### src/logic/disk_status_defines.svh
// Constants of the disk status and byte request block.
// Assumes inclusion by bare name from the status block design file.
`ifndef DISK_STATUS_DEFINES_SVH
`define DISK_STATUS_DEFINES_SVH

// ********************************************
// Register offsets on the plain port
// ********************************************
`define OFS_STATUS 2'h0
`define OFS_BUFFER 2'h3

// ********************************************
// Status bit positions
// ********************************************
`define BIT_NOT_READY 7
`define BIT_PROTECT 6
`define BIT_TYPE_FAULT 5
`define BIT_MISSING 4
`define BIT_CRC 3
`define BIT_LOST 2
`define BIT_REQUEST 1
`define BIT_BUSY 0

// ********************************************
// Reset values and timing
// ********************************************
`define STATUS_RESET 8'h00
`define BYTE_TIME_NS 32000
`define CLK_PERIOD_NS 10
`define BYTE_TIME_CYC ((`BYTE_TIME_NS + `CLK_PERIOD_NS - 1) / `CLK_PERIOD_NS)

`endif

### src/logic/disk_status_pkg.sv
// Types shared by the disk status block and its byte buffer.
// Assumes the defines header sits beside it.
package disk_status_pkg;

    // Kind of command now running
    typedef enum logic [1:0] {
        op_none,
        op_read_record,
        op_read_track,
        op_write
    } op_kind_t;

    // One byte on its way through the buffer
    typedef struct packed {
        logic valid;
        logic [7:0] data;
    } byte_word_t;

    // Condition strobes from the command sequencer
    typedef struct packed {
        logic protect;
        logic deleted_mark;
        logic write_fault;
        logic missing;
        logic crc_error;
    } disk_event_t;

endpackage : disk_status_pkg

### src/logic/disk_status_and_byte_request.sv
// Status byte and per-byte request handshake for read and write commands.
// Assumes a command sequencer that supplies start, done, events and disk bytes.
`timescale 1ns/1ns
`include "disk_status_defines.svh"

module disk_status_and_byte_request
    import disk_status_pkg::*;
(
    input wire logic clk_sys,
    input wire logic arst_n,
    input wire logic master_clear,
    input wire logic drive_ready,
    input wire logic drive_protect,
    input wire logic drive_fault,
    input wire logic cmd_start,
    input wire op_kind_t cmd_kind,
    input wire logic cmd_done,
    input wire disk_event_t disk_event,
    input wire logic disk_byte_valid,
    input wire logic [7:0] disk_byte,
    output logic disk_byte_ready,
    output logic disk_need_byte,
    output logic [7:0] host_byte_out,
    output logic host_byte_valid,
    input wire logic [1:0] reg_addr,
    input wire logic [7:0] reg_wdata,
    input wire logic reg_wr,
    input wire logic reg_rd,
    output logic [7:0] reg_rdata,
    output logic byte_request,
    output logic busy,
    output logic completion_irq,
    output logic cmd_refused
);

    // ********************************************
    // State
    // ********************************************
    typedef struct packed {
        op_kind_t op;
        logic busy;
        logic protect;
        logic type_fault;
        logic missing;
        logic crc;
        logic lost;
        logic request;
        logic irq;
        logic refused;
        logic need_byte;
        logic out_valid;
        logic [7:0] out_byte;
        logic [7:0] rdata;
        logic [15:0] timer;
    } blk_state_t;

    localparam logic [15:0] BYTE_CYC = 16'(`BYTE_TIME_CYC);

    blk_state_t s_q;
    blk_state_t s_d;
    logic [7:0] status_now;
    logic buf_valid;
    logic [7:0] buf_data;
    logic buf_pop;
    logic start_ok;
    logic rd_buf;
    logic wr_buf;
    logic rd_stat;
    logic is_write;

    // ********************************************
    // Disk side buffer
    // ********************************************
    // Read bytes wait here until the data latch is free to take them
    byte_pair_buffer u_buf (
        .clk_sys(clk_sys),
        .arst_n(arst_n),
        .flush(start_ok),
        .in_valid(disk_byte_valid && (s_q.op != op_write) && s_q.busy),
        .in_ready(disk_byte_ready),
        .in_data(disk_byte),
        .out_valid(buf_valid),
        .out_ready(buf_pop),
        .out_data(buf_data)
    );

    // Decode strobes and command acceptance
    assign rd_buf = reg_rd && (reg_addr == `OFS_BUFFER);
    assign wr_buf = reg_wr && (reg_addr == `OFS_BUFFER);
    assign rd_stat = reg_rd && (reg_addr == `OFS_STATUS);
    assign start_ok = cmd_start && drive_ready && !master_clear;
    assign is_write = (s_q.op == op_write);
    // Load a buffered byte into the data latch once the host has emptied it
    assign buf_pop = buf_valid && !s_q.request && s_q.busy && !is_write;

    // Live status byte
    always_comb begin
        status_now = `STATUS_RESET;
        status_now[`BIT_NOT_READY] = !drive_ready || master_clear;
        status_now[`BIT_PROTECT] = s_q.protect;
        status_now[`BIT_TYPE_FAULT] = s_q.type_fault;
        status_now[`BIT_MISSING] = s_q.missing;
        status_now[`BIT_CRC] = s_q.crc;
        status_now[`BIT_LOST] = s_q.lost;
        status_now[`BIT_REQUEST] = s_q.request;
        status_now[`BIT_BUSY] = s_q.busy;
    end

    // ********************************************
    // Next state
    // ********************************************
    always_comb begin
        s_d = s_q;
        s_d.refused = cmd_start && !start_ok;
        s_d.need_byte = 1'b0;
        s_d.out_valid = 1'b0;
        s_d.rdata = 8'h00;
        if (rd_stat) begin
            s_d.rdata = status_now;
            s_d.irq = 1'b0;
        end else if (rd_buf) begin
            s_d.rdata = s_q.out_byte;
        end
        // Host service of the data latch
        if (rd_buf || (wr_buf && is_write)) begin
            s_d.request = 1'b0;
            s_d.timer = 16'h0000;
        end
        if (wr_buf && is_write) begin
            s_d.out_byte = reg_wdata;
            s_d.out_valid = 1'b1;
        end
        // Service timer while a request stands
        if (s_q.request && s_q.busy && !(rd_buf || wr_buf)) begin
            if (s_q.timer == BYTE_CYC - 16'd1) begin
                s_d.lost = 1'b1;
                s_d.timer = 16'h0000;
            end else begin
                s_d.timer = s_q.timer + 16'd1;
            end
        end
        if (s_q.busy) begin
            if (buf_pop) begin
                s_d.out_byte = buf_data;
                s_d.request = 1'b1;
            end
            // Write: the disk asks for the next byte
            if (is_write && disk_byte_valid) begin
                s_d.need_byte = 1'b1;
                if (s_q.request) begin
                    s_d.lost = 1'b1;
                end
                s_d.request = 1'b1;
            end
            if (is_write) begin
                s_d.protect = s_q.protect || drive_protect || disk_event.protect;
                s_d.type_fault = s_q.type_fault || drive_fault
                    || disk_event.write_fault;
            end else if (s_q.op == op_read_record) begin
                s_d.type_fault = s_q.type_fault || disk_event.deleted_mark;
            end
            if (s_q.op != op_read_track) begin
                s_d.missing = s_q.missing || disk_event.missing;
                s_d.crc = s_q.crc || disk_event.crc_error;
            end
            if (cmd_done) begin
                s_d.busy = 1'b0;
                s_d.request = 1'b0;
                s_d.irq = 1'b1;
            end
        end
        // A new command clears the old results
        if (start_ok) begin
            s_d.op = cmd_kind;
            s_d.busy = 1'b1;
            s_d.irq = 1'b0;
            s_d.protect = 1'b0;
            s_d.type_fault = 1'b0;
            s_d.missing = 1'b0;
            s_d.crc = 1'b0;
            s_d.lost = 1'b0;
            s_d.request = 1'b0;
            s_d.timer = 16'h0000;
        end
        // Master clear stops the command but keeps the interrupt
        if (master_clear) begin
            s_d.busy = 1'b0;
            s_d.request = 1'b0;
            s_d.op = op_none;
        end
    end

    // State register
    always_ff @(posedge clk_sys or negedge arst_n) begin
        if (!arst_n) begin
            s_q <= '0;
        end else begin
            s_q <= s_d;
        end
    end

    // Outputs straight from flip-flops
    assign reg_rdata = s_q.rdata;
    assign byte_request = s_q.request;
    assign busy = s_q.busy;
    assign completion_irq = s_q.irq;
    assign cmd_refused = s_q.refused;
    assign disk_need_byte = s_q.need_byte;
    assign host_byte_out = s_q.out_byte;
    assign host_byte_valid = s_q.out_valid;
endmodule : disk_status_and_byte_request

### src/logic/byte_pair_buffer.sv
// Two-entry buffer with valid and ready on both sides.
// Assumes one clock and an active-low asynchronous reset.
`timescale 1ns/1ns
module byte_pair_buffer
    import disk_status_pkg::*;
(
    input wire logic clk_sys,
    input wire logic arst_n,
    input wire logic flush,
    input wire logic in_valid,
    output logic in_ready,
    input wire logic [7:0] in_data,
    output logic out_valid,
    input wire logic out_ready,
    output logic [7:0] out_data
);

    typedef struct packed {
        byte_word_t [1:0] slot;
        logic rd;
        logic wr;
        logic [1:0] count;
    } buf_state_t;

    buf_state_t s_q;
    buf_state_t s_d;
    logic push;
    logic pop;

    // Handshake terms
    assign push = in_valid && (s_q.count != 2'd2);
    assign pop = out_ready && (s_q.count != 2'd0);
    assign in_ready = (s_q.count != 2'd2);
    assign out_valid = (s_q.count != 2'd0);
    assign out_data = s_q.slot[s_q.rd].data;

    // Next state of pointers and slots
    always_comb begin
        s_d = s_q;
        if (push) begin
            s_d.slot[s_q.wr].data = in_data;
            s_d.slot[s_q.wr].valid = 1'b1;
            s_d.wr = ~s_q.wr;
        end
        if (pop) begin
            s_d.slot[s_q.rd].valid = 1'b0;
            s_d.rd = ~s_q.rd;
        end
        s_d.count = s_q.count + {1'b0, push} - {1'b0, pop};
        if (flush) begin
            s_d = '0;
        end
    end

    // State register
    always_ff @(posedge clk_sys or negedge arst_n) begin
        if (!arst_n) begin
            s_q <= '0;
        end else begin
            s_q <= s_d;
        end
    end

endmodule : byte_pair_buffer

### config.mk
export PLATFORM = sky130hd
export DESIGN_NAME = disk_status_and_byte_request
export DESIGN_NICKNAME = d
export VERILOG_FILES = /design/src/logic/disk_status_pkg.sv /design/src/logic/disk_status_and_byte_request.sv /design/src/logic/byte_pair_buffer.sv
export VERILOG_INCLUDE_DIRS = /design/src /design/src/logic
export SDC_FILE = /design/constraint.sdc
export NUM_CORES = 1
export LEC_CHECK = 0
export BUFFER_PORTS_ARGS = -buffer_cell sky130_fd_sc_hd__buf_2
export CAP_MARGIN = 20
export CORE_MARGIN = 2
export CORE_UTILIZATION = 51
export DETAILED_ROUTE_END_ITERATION = 12
export GPL_TIMING_DRIVEN = 1
export PLACE_DENSITY = 0.76
export SYNTH_ARGS = -nofsm -noshare
export SYNTH_HDL_FRONTEND = slang
export SYNTH_SLANG_ARGS = --single-unit
export TNS_END_PERCENT = 10
### constraint.sdc
create_clock -name clk_sys -period 2.12 [get_ports clk_sys]
set_clock_uncertainty 0.2 [all_clocks]
set_input_delay 0 -clock clk_sys [delete_from_list [all_inputs] [get_ports clk_sys]]
set_output_delay 0 -clock clk_sys [all_outputs]
set_load 0.03 [all_outputs]
==> impl_metrics.env <==
export IMPL_worstPathMaxFanout=16
export IMPL_fp_row_count=30
export IMPL_yosys_cell_types_count=50
export IMPL_criticalPathCategory="flip-flop to flip-flop"
export IMPL_clock_sinks=65
export IMPL_ys_top_cells_by_area="dfrtp_1 (47%), mux2i_1 (13%), buf_4 (3.7%)"
export IMPL_yosysSeqAreaShare=0.4675
export IMPL_vias_per_cell=5.701
export IMPL_fillCellCount=496
export IMPL_power_switching_w=0.001277
export IMPL_p_leak_nw=1.986
export IMPL_swShare=0.3605
export IMPL_drive_above_1_share=0.2574
export IMPL_mostFrequentLayoutCell="dfrtp_1"
export IMPL_setup_tns_ns=0
export IMPL_grt_overflow=0
export IMPL_seq_power_share=0.460
export IMPL_setup_viol=0
export IMPL_clock_path_buffers=2
export IMPL_syn_area_mm2=0.003480
export IMPL_drtIter0Drc=243
export IMPL_crit_chain="nand2_1 -> a2bb2oi_2 -> buf_4 -> a2111oi_1 -> mux2i_1"
export IMPL_p_per_area_mw_per_mm2=805.6
export IMPL_yosysWarnings=0
export IMPL_grt_max_degree=29
export IMPL_initial_core_util=0.5208
export IMPL_grt_pass1_wl_um=14140
export IMPL_critPathLaunchType="flip-flop"
export IMPL_max_stage_delay_ns=0.49
export IMPL_ant_nets=0
export IMPL_synth_edf_count=0
export IMPL_comb_power_share=0.278
export IMPL_tightestPinTransition_ns=0.6091
export IMPL_path_clk_slew_ns=0.07
export IMPL_max_freq_ghz=0.4981
export IMPL_drtPass1Iterations=4
export IMPL_grt_pass1_vias=2866
export IMPL_yosysTopAreaCellShare=0.4675
export IMPL_die_h_um=86.60
export IMPL_crit_slowest_cell="dfrtp_1"
export IMPL_clockPowerShare=0.263
export IMPL_ctsRootBufferMaster="clkbuf_8"
export IMPL_cts_setup_buffers=0
export IMPL_vias=2959
export IMPL_required_ns=2.19
export IMPL_slew_headroom=0.5940
export IMPL_holdWs_ns=0.001957
export IMPL_ios=59
export IMPL_min_period_ns=2.008
export IMPL_slew_viol_final=0
export IMPL_cts_tree="done"
export IMPL_timing_final_crit_share=0.9470
export IMPL_post_drt_wl_per_cell_um=16.68
export IMPL_synth_top_area_cell="dfrtp_1"
export IMPL_path_buf_inv=1
export IMPL_setup_ws_ns=0.1124
export IMPL_rsz0062_at_grt="no"
export IMPL_syn_nets=382
export IMPL_internal_power_w=0.002267
export IMPL_cts_made_buffers=9
export IMPL_syn_to_final_growth_pct=26.43
export IMPL_h_tree_depth=3
export IMPL_insertedDiodeCount=0
export IMPL_coreArea_mm2=0.006681
export IMPL_ys_flop_type="dfrtp_1"
export IMPL_portBuffers=58
export IMPL_postSynth_asyncResetShare=1.000
export IMPL_max_cap_viol_count=0
export IMPL_drc=0
export IMPL_layout_nets=473
export IMPL_outcome="completed"
export IMPL_routed_wl_um=8657
export IMPL_grtUsageTotal=0.2452
export IMPL_globalplace_congestion=0.8588
export IMPL_worstSkewPairLatency_ns=0.34
export IMPL_dp_hpwl_um=5651
export IMPL_end_kind="flip-flop"
export IMPL_vdd_drop_max_uv=381.5
export IMPL_hold_violations=0
export IMPL_synth_cells=343
export IMPL_pre_cts_slack_ns=0.07443
export IMPL_min_path_type="primary input to async pin"
export IMPL_arrival_ns=2.07
export IMPL_final_cell_mix="dfrtp_1 (64), buf_2 (58), mux2i_1 (44), dlygate4sd3_1 (37), nand2_1 (32)"
export IMPL_critPathTopFamily="compound AO/OA/AOI/OAI gates"
export IMPL_avgSynthCellArea_um2=10.14
export IMPL_die_area_mm2=0.007500
export IMPL_antenna_found_initial=0
export IMPL_die_x_um=86.60
export IMPL_ys_ff_latch=65
-- layer usage --
layer | global-route usage | vias to the layer above | wire length (um)
met5 | 0 | - | 0
met4 | 0.09801 | 0 | 206
met3 | 0.04667 | 23 | 423
met2 | 0.3944 | 117 | 4286
met1 | 0.3278 | 1423 | 3741
li1 | - | 1396 | -
-- Yosys cell counts, drive strengths merged, types with 6 or more instances --
| cell type | instances |
|---|---|
| nand2 | 32 |
| o211ai | 11 |
| a22oi | 8 |
| nand3 | 20 |
| inv | 9 |
| nor2 | 21 |
| buf | 29 |
| a21oi | 22 |
| nand2b | 7 |
| and3 | 6 |
| dfrtp | 65 |
| mux2i | 44 |
| nor2b | 9 |
-- metrics by stage --
step | instances | utilization | area [um^2] | power, W
2_1_floorplan | 343 | - | 3525 | 0.002361
3_3_place_gp | 466 | 0.5773 | 3857 | 0.002538
3_5_place_dp | 466 | 0.5773 | 3857 | 0.002569
4_1_cts | 519 | 0.6582 | 4398 | 0.003546
5_1_grt | 519 | 0.6584 | 4399 | 0.003730
6_report | 519 | 0.6584 | 4399 | 0.003544
-- path summary, 6_finish.rpt --
kind | startpoint | to | slack, ns | depth (start not counted)
worst max-delay path | byte_request$_DFF_PN0_ | s_q[8]$_DFFE_PN0P_ | 0.11 | 5
worst min-delay path | arst_n | s_q[9]$_DFFE_PN0P_ | 0.002 | 2
worst max register to register | byte_request$_DFF_PN0_ | s_q[8]$_DFFE_PN0P_ | 0.11 | 5
worst min register to register | s_q[38]$_DFFE_PN0P_ | s_q[38]$_DFFE_PN0P_ | 0.32 | 2
max in group asynchronous | arst_n | reg_rdata[2]$_DFF_PN0_ | 1.08 | 3
min in group clk_sys | reg_wr | s_q[1]$_DFFE_PN0P_ | 0.10 | 5
-- kinds of logic after synthesis --
kind of cell | after synthesis | synth area share
compound gates | 61 | 0.1244
simple gates | 123 | 0.1909
xor+xnor | 4 | 0.01007
buf+inv | 43 | 0.06976
flops | 65 | 0.4675
fa+ha+maj | 3 | 0.01079
mux | 44 | 0.1266
-- flip-flops by register name, summed over array words and instances, names as in the netlist --
signal and flops:
busy 1, byte_request 1, cmd_refused 1, completion_irq 1, disk_need_byte 1, host_byte_out 8
host_byte_valid 1, reg_rdata 8, s_q 23, u_buf.s_q 20
-- area by class of cell --
type,instances,area [um^2],area share
multi-input cells,235,1652,0.3754
repair buffers,114,815.8,0.1854
flip-flops and latches,65,1628,0.3700
clock inverters,7,46.29,0.01052
clock buffers,9,123.9,0.02816
inverters,9,33.78,0.007679
well taps,80,100.1,0.02275
-- worst reg2reg max path: stages, from the launching register on --
cell and delay (ns):
dfrtp_1 0.49, nand2_1 0.16, a2bb2oi_2 0.18, buf_4 0.19, a2111oi_1 0.49, mux2i_1 0.23
-- power by group through the flow --
stage | clock (W) | sequential (W) | combinational (W)
floorplan | 0 | 0.00156 | 0.000799
global placement | 0 | 0.00163 | 0.000904
detailed placement | 0 | 0.00164 | 0.000927
CTS | 0.000945 | 0.00162 | 0.000982
global route | 0.00101 | 0.00165 | 0.00107
finish | 0.000931 | 0.00163 | 0.000985
-- what timing repair did --
item | in CTS | in global routing
resized for setup | 0 | 1
hold endpoints to repair | 109 | 0
hold buffers | 37 | 0
endpoints found under the setup margin | 0 | 2
No activity file was read; power rests on OpenSTA's default activity.
